===== src/hw/ntr_map.svh =====
// register map, field positions and reset values of the tx count / trim bank
`ifndef NTR_MAP_SVH
`define NTR_MAP_SVH

`define NTR_OFF_TXCNT_HI  8'h1D
`define NTR_OFF_TXCNT_LO  8'h1E
`define NTR_OFF_RATE      8'h1F
`define NTR_OFF_ADC       8'h20
`define NTR_OFF_TRIM_CTL  8'h21
`define NTR_OFF_CAL_DISP  8'h23
`define NTR_OFF_IRQ_STAT  8'h30
`define NTR_OFF_IRQ_EN    8'h31
`define NTR_OFF_IRQ_CLR   8'h32

`define NTR_CNT_LO_MSB    7
`define NTR_CNT_LO_LSB    3
`define NTR_SPLIT_MSB     2
`define NTR_SPLIT_LSB     0
`define NTR_RATE_MSB      7
`define NTR_RATE_LSB      4
`define NTR_TRIM_SEL_BIT  7
`define NTR_TRIM_MAN_MSB  6
`define NTR_TRIM_MAN_LSB  3
`define NTR_CAL_TRI_MSB   7
`define NTR_CAL_TRI_LSB   4
`define NTR_CAL_ERR_BIT   3

`define NTR_RST_BYTE      8'h00
`define NTR_RST_NIB       4'h0
`define NTR_RST_CNT       13'h0000
`define NTR_SPLIT_NONE    3'h0

`define NTR_EVT_NUM       4
`define NTR_EVT_PAR       0
`define NTR_EVT_RATE      1
`define NTR_EVT_ADC       2
`define NTR_EVT_CAL       3

`endif


===== src/hw/ntr_pkg.sv =====
// types shared by the tx count / trim register bank
package ntr_pkg;
  typedef logic [7:0]  ntr_byte_t;
  typedef logic [3:0]  ntr_nib_t;
  typedef logic [12:0] ntr_cnt_t;
  typedef logic [2:0]  ntr_split_t;
endpackage


===== src/hw/ntr_evt_if.sv =====
// carrier between the register bank and its interrupt controller
`timescale 1ns/10ps
interface ntr_evt_if #(
  parameter int W = 4
);
  logic [W-1:0] evt;
  logic         sdef;
  logic         en_we;
  logic         clr_we;
  logic [W-1:0] wdata;
  logic [W-1:0] status;
  logic [W-1:0] enable;
  logic         irq;

  modport regs (
    output evt, sdef, en_we, clr_we, wdata,
    input  status, enable, irq
  );
  modport ctl (
    input  evt, sdef, en_we, clr_we, wdata,
    output status, enable, irq
  );
endinterface


===== src/hw/ntr_irq_ctl.sv =====
// sticky event status, enable mask and level interrupt
`timescale 1ns/10ps
module ntr_irq_ctl
  import ntr_pkg::*;
#(
  parameter int W = 4
) (
  input  wire logic clk_i,
  input  wire logic srst_i,
  ntr_evt_if.ctl    ev
);
  logic [W-1:0] status_r;
  logic [W-1:0] status_nxt;
  logic [W-1:0] enable_r;
  logic [W-1:0] enable_nxt;
  logic         irq_r;

  // set beats clear, so an event in the clearing cycle survives
  genvar g;
  generate
    for (g = 0; g < W; g++) begin : g_stat
      assign status_nxt[g] = ev.evt[g] |
                             (status_r[g] & ~(ev.clr_we & ev.wdata[g]));
    end
  endgenerate

  always_comb begin
    enable_nxt = ev.en_we ? ev.wdata : enable_r;
  end

  always_ff @(posedge clk_i) begin
    if (srst_i || ev.sdef) begin
      status_r <= '0;
    end else begin
      status_r <= status_nxt;
    end
  end

  always_ff @(posedge clk_i) begin
    if (srst_i || ev.sdef) begin
      enable_r <= '0;
    end else begin
      enable_r <= enable_nxt;
    end
  end

  always_ff @(posedge clk_i) begin
    if (srst_i || ev.sdef) begin
      irq_r <= 1'b0;
    end else begin
      irq_r <= |(status_nxt & enable_nxt);
    end
  end

  assign ev.status = status_r;
  assign ev.enable = enable_r;
  assign ev.irq    = irq_r;
endmodule


===== src/hw/ntr_regs.sv =====
// tx frame length, rate / adc display and antenna trim register bank
//
// The plain strobed port was decided locally.
`timescale 1ns/10ps
`include "ntr_map.svh"

// Function
// RQ1: 13-bit full byte count across two registers
// RQ2: software keeps byte count at most 8191
// RQ3: low three bits give split byte bits
// RQ4: split byte frame sent without parity bits
// RQ5: anticollision idle split WUPA raises parity error
// RQ6: rw registers zero at reset and default
// RQ7: read-only displays zero at reset and default
// RQ8: detected bit rate code in bits 7..4
// RQ9: latest conversion result replaces previous one
// RQ10: bit 7 picks calibration or manual trim
// RQ11: manual trim bits drive both switch groups
// RQ12: calibration result held, drives switches when auto
// RQ13: trim write reaches switches next cycle
module ntr_regs
  import ntr_pkg::*;
#(
  parameter int EVT_W = `NTR_EVT_NUM
) (
  input  wire logic        CORE_CLK_I,
  input  wire logic        SRST_I,
  input  wire logic [7:0]  ADDR_I,
  input  wire logic [7:0]  WDATA_I,
  input  wire logic        WR_I,
  input  wire logic        RD_I,
  output logic      [7:0]  RDATA_O,
  input  wire logic        SET_DEFAULT_I,
  input  wire logic        RATE_VALID_I,
  input  wire logic [3:0]  RATE_CODE_I,
  input  wire logic        ADC_VALID_I,
  input  wire logic [7:0]  ADC_DATA_I,
  input  wire logic        CAL_DONE_I,
  input  wire logic [3:0]  CAL_TRIM_I,
  input  wire logic        CAL_ERR_I,
  input  wire logic        ANTICOL_I,
  input  wire logic        CARD_IDLE_I,
  input  wire logic        WUPA_CMD_I,
  output logic      [12:0] TX_BYTE_COUNT_O,
  output logic      [2:0]  TX_SPLIT_BITS_O,
  output logic             TX_PARITY_EN_O,
  output logic             PARITY_ERR_O,
  output logic      [3:0]  TRIM_SWITCH_GROUP_ONE_O,
  output logic      [3:0]  TRIM_SWITCH_GROUP_TWO_O,
  output logic             IRQ_O
);

  function automatic logic addr_hit(
    input ntr_byte_t addr,
    input ntr_byte_t off
  );
    addr_hit = (addr == off);
  endfunction

  ntr_byte_t  cnt_hi_r;
  ntr_byte_t  cnt_hi_nxt;
  ntr_byte_t  cnt_lo_r;
  ntr_byte_t  cnt_lo_nxt;
  ntr_nib_t   rate_r;
  ntr_nib_t   rate_nxt;
  ntr_byte_t  adc_r;
  ntr_byte_t  adc_nxt;
  logic       trim_sel_r;
  logic       trim_sel_nxt;
  ntr_nib_t   trim_man_r;
  ntr_nib_t   trim_man_nxt;
  ntr_nib_t   cal_tri_r;
  ntr_nib_t   cal_tri_nxt;
  logic       cal_err_r;
  logic       cal_err_nxt;
  ntr_nib_t   trim_drive_nxt;
  ntr_nib_t   trim_one_r;
  ntr_nib_t   trim_two_r;
  ntr_cnt_t   tx_cnt_r;
  ntr_cnt_t   tx_cnt_nxt;
  ntr_split_t tx_split_r;
  ntr_split_t tx_split_nxt;
  logic       tx_par_en_r;
  logic       tx_par_en_nxt;
  logic       par_err_r;
  logic       par_err_nxt;
  ntr_byte_t  rdata_r;
  ntr_byte_t  rdata_nxt;
  logic       wr_cnt_hi;
  logic       wr_cnt_lo;
  logic       wr_trim;
  logic       wr_irq_en;
  logic       wr_irq_clr;
  logic       clr_all;

  ntr_evt_if #(.W(EVT_W)) evt_bus ();

  // set default acts like a reset on every register of the bank except the read data register
  assign clr_all = SRST_I | SET_DEFAULT_I;

  always_comb begin
    wr_cnt_hi  = WR_I & addr_hit(ADDR_I, `NTR_OFF_TXCNT_HI);
    wr_cnt_lo  = WR_I & addr_hit(ADDR_I, `NTR_OFF_TXCNT_LO);
    wr_trim    = WR_I & addr_hit(ADDR_I, `NTR_OFF_TRIM_CTL);
    wr_irq_en  = WR_I & addr_hit(ADDR_I, `NTR_OFF_IRQ_EN);
    wr_irq_clr = WR_I & addr_hit(ADDR_I, `NTR_OFF_IRQ_CLR);
  end

  always_comb begin
    cnt_hi_nxt = wr_cnt_hi ? WDATA_I : cnt_hi_r;
  end

  always_comb begin
    cnt_lo_nxt = wr_cnt_lo ? WDATA_I : cnt_lo_r;
  end

  // byte count register, upper eight count bits
  always_ff @(posedge CORE_CLK_I) begin
    if (clr_all) begin
      cnt_hi_r <= `NTR_RST_BYTE; // RQ6
    end else begin
      cnt_hi_r <= cnt_hi_nxt; // RQ1
    end
  end

  // lower five count bits and split byte bit count
  always_ff @(posedge CORE_CLK_I) begin
    if (clr_all) begin
      cnt_lo_r <= `NTR_RST_BYTE; // RQ6
    end else begin
      cnt_lo_r <= cnt_lo_nxt; // RQ1
    end
  end

  always_comb begin
    tx_cnt_nxt = {cnt_hi_nxt,
                  cnt_lo_nxt[`NTR_CNT_LO_MSB:`NTR_CNT_LO_LSB]}; // RQ1
  end

  always_comb begin
    tx_split_nxt = cnt_lo_nxt[`NTR_SPLIT_MSB:`NTR_SPLIT_LSB]; // RQ3
  end

  // parity generation only for frames made of complete bytes
  always_comb begin
    tx_par_en_nxt = (tx_split_nxt == `NTR_SPLIT_NONE); // RQ4
  end

  // count is not range checked; software keeps it in the frame limit
  always_ff @(posedge CORE_CLK_I) begin
    if (clr_all) begin
      tx_cnt_r <= `NTR_RST_CNT;
    end else begin
      tx_cnt_r <= tx_cnt_nxt; // RQ1 RQ2
    end
  end

  always_ff @(posedge CORE_CLK_I) begin
    if (clr_all) begin
      tx_split_r <= `NTR_SPLIT_NONE;
    end else begin
      tx_split_r <= tx_split_nxt; // RQ3
    end
  end

  always_ff @(posedge CORE_CLK_I) begin
    if (clr_all) begin
      tx_par_en_r <= 1'b1;
    end else begin
      tx_par_en_r <= tx_par_en_nxt; // RQ4
    end
  end

  // a wake-up command in anticollision with the card idle and a split byte pending is a parity fault
  always_comb begin
    par_err_nxt = WUPA_CMD_I & ANTICOL_I & CARD_IDLE_I &
                  (tx_split_r != `NTR_SPLIT_NONE); // RQ5
  end

  always_ff @(posedge CORE_CLK_I) begin
    if (clr_all) begin
      par_err_r <= 1'b0;
    end else begin
      par_err_r <= par_err_nxt; // RQ5
    end
  end

  always_comb begin
    rate_nxt = RATE_VALID_I ? RATE_CODE_I : rate_r;
  end

  // detected bit rate, kept until the next detection
  always_ff @(posedge CORE_CLK_I) begin
    if (clr_all) begin
      rate_r <= `NTR_RST_NIB; // RQ7
    end else begin
      rate_r <= rate_nxt; // RQ8
    end
  end

  always_comb begin
    adc_nxt = ADC_VALID_I ? ADC_DATA_I : adc_r;
  end

  // conversion result, overwritten by each new conversion
  always_ff @(posedge CORE_CLK_I) begin
    if (clr_all) begin
      adc_r <= `NTR_RST_BYTE; // RQ7
    end else begin
      adc_r <= adc_nxt; // RQ9
    end
  end

  always_comb begin
    cal_tri_nxt = CAL_DONE_I ? CAL_TRIM_I : cal_tri_r;
  end

  always_comb begin
    cal_err_nxt = CAL_DONE_I ? CAL_ERR_I : cal_err_r;
  end

  // calibration outcome, held until the next calibration run
  always_ff @(posedge CORE_CLK_I) begin
    if (clr_all) begin
      cal_tri_r <= `NTR_RST_NIB;
    end else begin
      cal_tri_r <= cal_tri_nxt; // RQ12
    end
  end

  // error flag of the same run, updated together with the result
  always_ff @(posedge CORE_CLK_I) begin
    if (clr_all) begin
      cal_err_r <= 1'b0;
    end else begin
      cal_err_r <= cal_err_nxt;
    end
  end

  always_comb begin
    trim_sel_nxt = wr_trim ? WDATA_I[`NTR_TRIM_SEL_BIT] : trim_sel_r;
    trim_man_nxt = wr_trim ?
                   WDATA_I[`NTR_TRIM_MAN_MSB:`NTR_TRIM_MAN_LSB] :
                   trim_man_r;
  end

  // trim control; unused low bits are not stored and read zero
  always_ff @(posedge CORE_CLK_I) begin
    if (clr_all) begin
      trim_sel_r <= 1'b0; // RQ6
    end else begin
      trim_sel_r <= trim_sel_nxt; // RQ10
    end
  end

  always_ff @(posedge CORE_CLK_I) begin
    if (clr_all) begin
      trim_man_r <= `NTR_RST_NIB; // RQ6
    end else begin
      trim_man_r <= trim_man_nxt; // RQ11
    end
  end

  always_comb begin
    if (trim_sel_nxt) begin
      trim_drive_nxt = trim_man_nxt; // RQ10 RQ11
    end else begin
      trim_drive_nxt = cal_tri_nxt; // RQ10 RQ12
    end
  end

  // built from next values so a write shows one edge later
  always_ff @(posedge CORE_CLK_I) begin
    if (clr_all) begin
      trim_one_r <= `NTR_RST_NIB;
    end else begin
      trim_one_r <= trim_drive_nxt; // RQ11 RQ13
    end
  end

  // second pin group carries the same drive
  always_ff @(posedge CORE_CLK_I) begin
    if (clr_all) begin
      trim_two_r <= `NTR_RST_NIB;
    end else begin
      trim_two_r <= trim_drive_nxt; // RQ11 RQ13
    end
  end

  always_comb begin
    evt_bus.evt                = '0;
    evt_bus.evt[`NTR_EVT_PAR]  = par_err_nxt;
    evt_bus.evt[`NTR_EVT_RATE] = RATE_VALID_I;
    evt_bus.evt[`NTR_EVT_ADC]  = ADC_VALID_I;
    evt_bus.evt[`NTR_EVT_CAL]  = CAL_DONE_I;
    evt_bus.sdef               = SET_DEFAULT_I;
    evt_bus.en_we              = wr_irq_en;
    evt_bus.clr_we             = wr_irq_clr;
    evt_bus.wdata              = WDATA_I[EVT_W-1:0];
  end

  ntr_irq_ctl #(
    .W      (EVT_W)
  ) u_irq (
    .clk_i  (CORE_CLK_I),
    .srst_i (SRST_I),
    .ev     (evt_bus.ctl)
  );

  // read mux; unmapped and write-only offsets read zero
  always_comb begin
    rdata_nxt = `NTR_RST_BYTE;
    if (!RD_I) begin
      rdata_nxt = `NTR_RST_BYTE;
    end else if (addr_hit(ADDR_I, `NTR_OFF_TXCNT_HI)) begin
      rdata_nxt = cnt_hi_r;
    end else if (addr_hit(ADDR_I, `NTR_OFF_TXCNT_LO)) begin
      rdata_nxt = cnt_lo_r;
    end else if (addr_hit(ADDR_I, `NTR_OFF_RATE)) begin
      rdata_nxt[`NTR_RATE_MSB:`NTR_RATE_LSB] = rate_r; // RQ8
    end else if (addr_hit(ADDR_I, `NTR_OFF_ADC)) begin
      rdata_nxt = adc_r; // RQ9
    end else if (addr_hit(ADDR_I, `NTR_OFF_TRIM_CTL)) begin
      rdata_nxt[`NTR_TRIM_SEL_BIT] = trim_sel_r;
      rdata_nxt[`NTR_TRIM_MAN_MSB:`NTR_TRIM_MAN_LSB] = trim_man_r;
    end else if (addr_hit(ADDR_I, `NTR_OFF_CAL_DISP)) begin
      rdata_nxt[`NTR_CAL_TRI_MSB:`NTR_CAL_TRI_LSB] = cal_tri_r; // RQ12
      rdata_nxt[`NTR_CAL_ERR_BIT] = cal_err_r;
    end else if (addr_hit(ADDR_I, `NTR_OFF_IRQ_STAT)) begin
      rdata_nxt[EVT_W-1:0] = evt_bus.status;
    end else if (addr_hit(ADDR_I, `NTR_OFF_IRQ_EN)) begin
      rdata_nxt[EVT_W-1:0] = evt_bus.enable;
    end
  end

  // data stand only in the cycle after the read strobe
  always_ff @(posedge CORE_CLK_I) begin
    if (SRST_I) begin
      rdata_r <= `NTR_RST_BYTE;
    end else begin
      rdata_r <= rdata_nxt;
    end
  end

  assign RDATA_O                 = rdata_r;
  assign TX_BYTE_COUNT_O         = tx_cnt_r;
  assign TX_SPLIT_BITS_O         = tx_split_r;
  assign TX_PARITY_EN_O          = tx_par_en_r;
  assign PARITY_ERR_O            = par_err_r;
  assign TRIM_SWITCH_GROUP_ONE_O = trim_one_r;
  assign TRIM_SWITCH_GROUP_TWO_O = trim_two_r;
  assign IRQ_O                   = evt_bus.irq;

endmodule


===== config.mk =====
export PLATFORM = sky130hd
export DESIGN_NAME = ntr_regs
export DESIGN_NICKNAME = d
export VERILOG_FILES = /design/src/hw/ntr_pkg.sv /design/src/hw/ntr_evt_if.sv /design/src/hw/ntr_irq_ctl.sv /design/src/hw/ntr_regs.sv
export VERILOG_INCLUDE_DIRS = /design/src /design/src/hw
export SDC_FILE = /design/constraint.sdc
export NUM_CORES = 1
export LEC_CHECK = 0
export ABC_AREA = 0
export BUFFER_PORTS_ARGS = -buffer_cell sky130_fd_sc_hd__buf_2
export CELL_PAD_IN_SITES_DETAIL_PLACEMENT = 0
export CELL_PAD_IN_SITES_GLOBAL_PLACEMENT = 1
export CORE_MARGIN = 2
export CORE_UTILIZATION = 34
export DETAILED_ROUTE_END_ITERATION = 8
export GPL_ROUTABILITY_DRIVEN = 0
export PLACE_DENSITY_LB_ADDON = 0.1
export SYNTH_ARGS = -nofsm -noshare
export SYNTH_HDL_FRONTEND = slang
export SYNTH_SLANG_ARGS = --single-unit

===== constraint.sdc =====
create_clock -name CORE_CLK_I -period 1.45 [get_ports CORE_CLK_I]
set_input_delay 0 -clock CORE_CLK_I [delete_from_list [all_inputs] [get_ports CORE_CLK_I]]
set_output_delay 0 -clock CORE_CLK_I [all_outputs]
set_load 0.02 [all_outputs]

[Word level (Yosys, flattened, before mapping)]
Index checks and enable logic that the tools add are counted.
Widths: inputs -> output; s select.
Storage, ports and cells
  register bits: 77
  bits in latches: 0
  memory bits (writable): 0
  memory bits (read-only): 0
  input port bits: 44
  output and inout port bits: 35
  memories kept: 0
Cells by class
  add/subtract/negate cells: 0
  $mul: 0
  div/mod/pow operators: 0
  order comparisons: 0
  eq/ne operators: 9
  shifts and indexed selects: 0
  mux-type cells: 19
  bitwise operators: 27
  reduce and logical (&&, ||, !) cells: 5
Operators with widths (number)
  $eq 8x6->1 const B: 6
  $mux 8: 5
  $mux 4: 9
  $eq 8x5->1 const B: 3
  $and 1x1->1: 16
  $mux 3: 2
  $mux 5: 1
  $not 1->1: 5
  $or 1x1->1: 5
  $and 4x4->4: 1
  $reduce_or 4->1: 1
  $logic_not 3->1: 1
  $reduce_bool 3->1: 1
  $mux 1: 2
  $reduce_or 2->1: 1
  $logic_or 1x1->1: 1

[Longest topological paths before layout]
Gate-level depths: netlist (run 1).
  depth after elaboration: 9
  gate-level depth with buffers: 7
  mapped depth without buffers: 5

[By module]
A second synthesis (run 1) with hierarchy kept.
Unflattened totals
  cell total of the unflattened synthesis: 290
  area, all modules: 2652.5 um^2
By module, submodules not included
  ntr_regs: instances 1, cells each 252, area an instance 2280.9 um^2, seq. area each 1041.0 um^2
  ntr_irq_ctl: instances 1, cells each 38, area an instance 371.6 um^2, seq. area each 180.2 um^2

[Worst setup path before layout (run 1)]
OpenSTA, ideal clock, no wires.
  kind: input -> register
  start: in ADDR_I[2]
  end: reg trim_two_r[0], in the netlist TRIM_SWITCH_GROUP_TWO_O[0]
  library setup time: 72 ps
  data arrival time: 1273 ps
  slack: 105 ps
  cell stages on the path: 5
  cell sequence: nor3b_2 nand3_2 mux2_2 nor2b_1 a2bb2oi_1
Between the ends
  cells in the longest elaborated chain, start to end: 4
Ends and longest elaborated chain
  from (decl): RTL line ntr_regs.sv:28  | input wire logic [7:0] ADDR_I,
  $eq 8x6->1 *: RTL line ntr_regs.sv:57  | addr_hit = (addr == off);
  $and 1x1->1 *: RTL line ntr_regs.sv:104  | wr_trim = WR_I & addr_hit(ADDR_I, `NTR_OFF_TRIM_CTL);
  $mux 4 / $mux 1 (equally long branches): RTL line ntr_regs.sv:242, ntr_regs.sv:241
  $mux 4 *: RTL line ntr_regs.sv:265  | if (trim_sel_nxt) begin
  to (signal assigned): RTL line ntr_regs.sv:284  | trim_two_r <= `NTR_RST_NIB;
  to (signal assigned): RTL line ntr_regs.sv:286  | trim_two_r <= trim_drive_nxt;
  to (decl): RTL line ntr_regs.sv:78  | ntr_nib_t trim_two_r;
Mark *: on every way between the ends. The rest lies on a longest branch, timed or not.
A chain may end at the register's enable or synchronous reset.

==> results.cfg, run 1 <==
[cts]
h-tree-depth = 3
post_cts_buffers = 0
clock-sinks = 61
clk_pin_slew_ps = 70
clock_path_buffers = 2
cts_buffers = 9
worstSkewPairLatency_ps = 330
cts_tree = built
clockRootBuffer = clkbuf_8

[drt]
firstDrtPassIters = 5
drt_iter0_drc = 101
routed.top_layer = met4
wl_met1_mm = 3.93
antenna_left = 0
drt-total-wl_mm = 7.59
detail_route.wl_per_cell_um = 14.9
via_per_inst = 4.68
remaining_drc_errors = 0
via_count = 2394
wl_met3_um = 395
met2_length_mm = 3.16

[setup_path]
start_kind = flop
crit_arrival_ps = 1500
path_cells = or3_1, nand4_1, inv_1, o21ai_1, a41oi_1
end_kind = flop
max_stage_delay_ps = 390
cp_max_fo = 4
worst_path_max_delay_cell = or3_1
critPathKind = flop to flop
required_ps = 1650

[cells_and_area]
final_common_cell = buf_2
area_growth_pct = 40.5
finalInstanceArea_um2 = 3760
layout-drive-gt1-share_pct = 32.3
final_cell_mix = buf_2, dfxtp_1, nor2_1
n_antenna_cell = 0
num-fill-cells = 772
nets = 450

[power]
p_leak_uw = 0.00174
power_uw = 3520
ir_worst_vdd_uv = 446
p_per_area_nw_per_um2 = 936

[sta]
final-max-slew-violation-count = 0
finalCriticalPeriod_ps = 1300
setup_slack_ps = 154
finalSetupTns_ps = 0
maxSlewHeadroom_pct = 69.8
whs_ps = 32.4
finalHoldViolCount = 0
fmax_mhz = 771
worst_pin_slew_ps = 453
rsz0062_at_grt = no
setup_viol = 0
finClkSkew_ps = 6.05
period_share_pct = 89.4

[placement]
io_buffers = 78
hpwlAfterDp_mm = 5.67
post_dp_cell_area_um2 = 3300
dp_slack_ps = -84.7

[floorplan]
rows = 32
chipHeight_um = 92.7
die-area_um2 = 8600
ios = 79
die_w_um = 92.7
start_util_pct = 34.8
core_um2 = 7690

[yosys]
yosysWarnings = 0
ys.flop_type = dfxtp_1
netlist_top_cells_area = dfxtp_1, mux2i_1, nor2_1
synth_edf_count = 0
synth_area_um2 = 2680
synth_top_area_share_pct = 45.6
yosysTopAreaCell = dfxtp_1
syn_area_per_cell_um2 = 9.56
yosysSeqAreaShare_pct = 45.6
ys_seq_elements = 61
synth_cells = 280
async_flop_share_pct = 0
ys_types = 47
syn-num-nets = 324

[job]
cap_violations = 0

[global_routing]
grt_max_degree = 23
grt_pass1_wl_mm = 12.3
grt_overflow_total = 0
antenna_found_initial = 0
grt_pass1_vias = 2368
track_usage_pct = 18.6

[min_path]
min_path_type = primary input to flop

[run_status]
status = completed
-- cells in the mapped netlist, types with 2 or more instances --
cell type	instances
a21oi_1	14
mux2_2	7
o211a_1	2
nor2_1	54
or2_0	2
a21o_1	2
dfxtp_1	61
buf_1	3
buf_2	2
mux2i_1	44
and2_1	2
o22ai_1	5
nand4b_1	2
a2bb2oi_1	5
nor2b_1	7
buf_4	5
a31oi_1	3
clkbuf_1	7
nor3_1	3
nand3_1	3
nand2_1	10
inv_1	3
a21boi_0	4
o21ai_0	7
-- worst max-delay path, delay by kind of cell (launching register included) --
kind / cells / cell delay [ps]
AO/OA/AOI/OAI: 2 / 250
flip-flops: 1 / 340
AND/OR/NAND/NOR: 2 / 520
buffers and inverters: 1 / 60
-- flip-flops by register name (all words and copies together), names as in the netlist, 4 cells and up --
register,flops
TRIM_SWITCH_GROUP_TWO_O,4
u_irq.ev.enable,4
cnt_lo_r,7
cnt_hi_r,8
trim_man_r,4
cal_tri_r,4
rate_r,4
RDATA_O,8
u_irq.ev.status,4
adc_r,8
-- power by group --
part           internal [uW]  switching [uW]  leakage (uW)
sequential              1700            14.3      0.000494
clock                    820             629     0.0000923
combinational            184             172       0.00116
total                   2700             816       0.00174
-- layer usage --
layer,vias to the layer above,GRT usage (%)
met5,-,0
met4,0,6.99
met3,10,4.07
met2,61,27.3
met1,1093,26.6
li1,1230,-
-- worst paths after layout --
path          startpoint            endpoint  slack [ps]  cells past startpoint
max          cnt_lo_r[0]        u_irq.ev.irq         150                      5
min           CAL_DONE_I  u_irq.ev.status[3]          30                      3
max reg2reg  cnt_lo_r[0]        u_irq.ev.irq         150                      5
min reg2reg    rate_r[0]           rate_r[0]         500                      2
-- layout make-up --
| class | instances | area, um^2 | area share [%] |
|---|---|---|---|
| Inverter | 4 | 15.0 | 0.399 |
| Timing Repair Buffer | 134 | 893 | 23.8 |
| Sequential cell | 61 | 1220 | 32.5 |
| Multi-Input combinational cell | 196 | 1320 | 35.2 |
| Clock buffer | 12 | 145 | 3.86 |
| Clock inverter | 2 | 35.0 | 0.931 |
| Tap cell | 102 | 128 | 3.39 |
-- cell families after synthesis --
family | after synthesis | synth area share [%]
mux | 51 | 19.4
simple gates | 95 | 17.6
compound gates | 50 | 12.5
flops | 61 | 45.6
buf+inv | 23 | 4.91
-- metrics by stage --
stage          instances  utilization (%)
4_1_cts              511             48.9
5_1_grt              511             48.9
3_5_place_dp         469             42.9
6_report             511             48.9
2_1_floorplan        280                -
3_3_place_gp         469             42.9
-- timing repair --
| action | CTS | global route |
|---|---|---|
| hold buffers | 28 | 0 |
| resized for setup | 0 | 1 |
| endpoints found under the setup margin | 0 | 1 |
| hold endpoints to repair | 34 | 0 |
No activity file was read; power rests on OpenSTA's default activity.
==> inputs of run 2 (changes only) <==
- REMOVE_ABC_BUFFERS: not set -> 1
==> results.cfg, run 2 (synthesis results as in run 1) <==
[drt]
firstDrtPassIters = 4
drt-total-wl_mm = 7.93
wl_met3_um = 459
routed.top_layer = met4
antenna_left = 0
met2_length_mm = 3.73
via_count = 2413
remaining_drc_errors = 0
detail_route.wl_per_cell_um = 15.2
drt_iter0_drc = 91
via_per_inst = 4.64
wl_met1_mm = 3.65

[sta]
maxSlewHeadroom_pct = 68.2
finalCriticalPeriod_ps = 1230
setup_viol = 0
rsz0062_at_grt = no
worst_pin_slew_ps = 477
whs_ps = 51.9
finalHoldViolCount = 0
finClkSkew_ps = 6.42
period_share_pct = 84.5
final-max-slew-violation-count = 0
fmax_mhz = 816
setup_slack_ps = 225

[cts]
clock_path_buffers = 2
post_cts_buffers = 0
clk_pin_slew_ps = 70
cts_hold_buf = 29
clock-sinks = 61
cts_tree = built
cts_buffers = 9
h-tree-depth = 3
post_cts_resized = 0
worstSkewPairLatency_ps = 340
clockRootBuffer = clkbuf_8

[placement]
hpwlAfterDp_mm = 5.75
dp.cells = 475
dp_slack_ps = -84.0
io_buffers = 78

[setup_path]
startpoint = cnt_lo_r[2]
end_kind = flop
rr_worst_depth = 5
r2r_slack_ps = 220
r2r_start = cnt_lo_r[2]
cp_max_fo = 2
required_ps = 1660
critPathKind = flop to flop
worst_r2r_endpoint = u_irq.ev.irq
crit_arrival_ps = 1430
start_kind = flop

[global_routing]
grt_pass1_wl_mm = 12.8
grt_max_degree = 34
grt_overflow_total = 0
track_usage_pct = 19.6
antenna_found_initial = 0
grt_pass1_vias = 2524

[power]
p_leak_uw = 0.00180
p_comb_share_pct = 10.0
ir_worst_vdd_uv = 500
p_per_area_nw_per_um2 = 971
intPower_uw = 2920
seq_power_share_pct = 45.6
pwr-share-clk_pct = 44.4
power_uw = 3750
power.share.switching_pct = 22.3
switchingPower_uw = 837

[cells_and_area]
layout-drive-gt1-share_pct = 33.3
nets = 457
utilization_pct = 50.3
area_growth_pct = 44.5
instances_no_fill = 520
num-fill-cells = 781
final_common_cell = buf_2
final_cell_mix = buf_2, dfxtp_1, nor2_1
n_antenna_cell = 0

[floorplan]
die-area_um2 = 8600
core_um2 = 7690
start_util_pct = 34.8
rows = 32
ios = 79
die_w_um = 92.7
chipHeight_um = 92.7

[run_status]
status = completed

[min_path]
min_path_type = primary input to flop
worst_hold_path.num_cells = 3
hold_end = u_irq.ev.status[3]
hold_path.startpoint = CAL_DONE_I

[job]
cap_violations = 0
==> run 2: worst max path at each step <==
stage	to	cells after the start
floorplan	TRIM_SWITCH_GROUP_TWO_O[0]	3
global placement	u_irq.ev.irq	8
detailed placement	TX_PARITY_EN_O	6
CTS	u_irq.ev.irq	5
global route	u_irq.ev.irq	5
finish	u_irq.ev.irq	5
==> run 2: power by group through the flow <==
stage | Sequential [uW] | Clock, uW | Combinational [uW]
2_1_floorplan | 1760 | 0 | 108
3_3_place_gp | 1750 | 0 | 317
3_5_place_dp | 1750 | 0 | 316
4_1_cts | 1710 | 1720 | 377
5_1_grt | 1710 | 1800 | 410
6_report | 1710 | 1670 | 376
==> run 2: metal layers <==
| layer | global-route usage [%] | vias up |
|---|---|---|
| met3 | 6.59 | 8 |
| met4 | 5.64 | 0 |
| met1 | 24.7 | 1100 |
| met2 | 32.0 | 59 |
| met5 | 0 | - |
| li1 | - | 1246 |
==> run 2: area by class of cell <==
class	instances	area (um^2)	area share, %
Clock buffer	13	149	3.85
Multi-Input combinational cell	196	1320	34.2
Sequential cell	61	1220	31.6
Timing Repair Buffer	141	961	24.9
Inverter	4	15.0	0.388
Clock inverter	3	68.8	1.78
Tap cell	102	128	3.30
==> run 2: stage by stage <==
step | cell area [um^2] | TNS (ps)
after floorplan | 2560 | -9290
after detailed placement | 3360 | -279
after global placement | 3360 | -217
final | 3870 | 0
after global routing | 3870 | 0
after CTS | 3870 | 0
==> run 2: worst max-delay path, stage by stage (launching register included) <==
cell	delay (ps)
dfxtp_1	300
or3_1	360
nand4_1	110
inv_1	60
o21ai_0	150
a41oi_1	120
==> inputs of run 3 (changes only) <==
- CORE_UTILIZATION: 34 -> 38
- clock period: 1.45 -> 1.2 ns (I/O delays scaled with it)
==> results.cfg, run 3 (synthesis results as in run 1) <==
[run_status]
status = complete, but fails checks
violations = setup timing

[cts]
clock-sinks = 61
worstSkewPairLatency_ps = 350
clock_path_buffers = 2
clk_pin_slew_ps = 70
cts_buffers = 9
clockRootBuffer = clkbuf_8
h-tree-depth = 3
cts_tree = built

[sta]
rsz0062_at_grt = yes
finClkSkew_ps = 10.6
finalHoldViolCount = 0
setup_viol = 2
maxSlewHeadroom_pct = 73.1
setup_slack_ps = -44.8
final-max-slew-violation-count = 0
finalCriticalPeriod_ps = 1240
worst_pin_slew_ps = 402
fmax_mhz = 803
period_share_pct = 104

[global_routing]
grt_max_degree = 26
grt_pass1_wl_mm = 12.0
track_usage_pct = 21.0
grt_overflow_total = 0
antenna_found_initial = 0
grt_pass1_vias = 2395

[drt]
drt_iter0_drc = 98
detail_route.wl_per_cell_um = 15.1
via_per_inst = 4.74
remaining_drc_errors = 0
firstDrtPassIters = 4
drt-total-wl_mm = 7.86
antenna_left = 0
via_count = 2470

[setup_path]
critPathTopFamily = simple AND/OR/NAND/NOR gates
crit_arrival_ps = 1450
critPathKind = flop to flop
crit_buf_inv = 1
max_stage_delay_ps = 380
start_kind = flop
r2r_slack_ps = -40
required_ps = 1410
path_cells = or3_4, nand4_1, inv_2, o21ai_2, a41oi_2
end_kind = flop
rr_worst_depth = 5
worst_r2r_endpoint = u_irq.ev.irq
worst_path_max_delay_cell = or3_4
cp_max_fo = 2
r2r_start = cnt_lo_r[1]

[placement]
dp.cells = 478
dp_slack_ps = -335
hpwlAfterDp_mm = 5.88
io_buffers = 78
post_dp_cell_area_um2 = 3460

[cells_and_area]
layout-drive-gt1-share_pct = 38.8
num-fill-cells = 643
n_antenna_cell = 0
instances_no_fill = 521
utilization_pct = 58.8
final_common_cell = buf_2
finalInstanceArea_um2 = 4000
area_growth_pct = 49.3
multi_input_area_um2 = 1370
nets = 464
final_cell_mix = buf_2, dfxtp_1, nor2_1
regArea_um2 = 1230

[min_path]
hold_end = u_irq.ev.status[3]
worst_hold_path.num_cells = 3
min_path_type = primary input to flop
hold_path.startpoint = CAL_DONE_I

[floorplan]
die_w_um = 87.9
chipHeight_um = 87.9
ios = 79
start_util_pct = 39.4
die-area_um2 = 7730
rows = 30
core_um2 = 6790

[job]
cap_violations = 0

[power]
ir_worst_vdd_uv = 658
p_per_area_nw_per_um2 = 1160
power_uw = 4620
p_leak_uw = 0.00185
==> run 3: cell types whose count changed in the layout (fill, tap and decap cells not counted), sizes merged <==
| cell | change |
|---|---|
| clkinvlp | +1 |
| clkinv | +2 |
| buf | +10 |
| clkbuf | -4 |
| dlygate4sd3 | -3 |
| inv | +1 |
==> run 3: through the flow <==
stage          hold WS [ps]  setup TNS, ps
2_1_floorplan           121         -22540
3_3_place_gp            234          -4100
3_5_place_dp            242          -4620
4_1_cts                30.9           -100
5_1_grt                53.6           -258
6_report               46.7          -89.5
==> run 3: final cells by class <==
| type | count | area share (%) |
|---|---|---|
| clock buffer | 9 | 3.10 |
| multi-input combinational | 196 | 34.2 |
| inverter | 4 | 0.376 |
| clock inverter | 7 | 2.47 |
| timing repair buffer | 148 | 26.1 |
| sequential | 61 | 30.7 |
| tap | 96 | 3.01 |
==> run 3: power breakdown <==
group | switching, uW | internal, uW | total, uW
sequential | 17.6 | 2050 | 2070
clock | 889 | 1180 | 2070
combinational | 223 | 260 | 482
==> run 3: repair_timing <==
| item | CTS | global route |
|---|---|---|
| hold buffers | 26 | 0 |
| gates cloned | 0 | 0 |
| hold endpoints to repair | 36 | 0 |
| buffers inserted | 1 | 0 |
| gates resized for setup | 1 | 14 |
| pin swaps | 4 | 5 |
| endpoints found under the setup margin | 1 | 4 |
==> run 3: how the worst max path moves through the flow <==
stage	start	to	cells after the start
final	cnt_lo_r[1]	u_irq.ev.irq	5
after global routing	cnt_lo_r[1]	u_irq.ev.irq	5
after detailed placement	ADDR_I[1]	u_irq.ev.irq	6
after global placement	ADDR_I[1]	u_irq.ev.irq	6
after floorplan	SRST_I	TRIM_SWITCH_GROUP_TWO_O[0]	3
after CTS	cnt_lo_r[1]	u_irq.ev.irq	5
==> run 3: per-layer routing <==
metal | track usage [%] | vias to the layer above | wire, um
met5 | 0 | - | 0
li1 | - | 1266 | -
met3 | 3.58 | 6 | 325
met1 | 29.6 | 1128 | 3960
met2 | 32.0 | 70 | 3510
met4 | 8.25 | 0 | 70
==> run 3: tightest hold or removal path, delay by kind of cell <==
kind / cells / cell delay [ps]
AND/OR/NAND/NOR: 2 / 160
buffers and inverters: 1 / 180
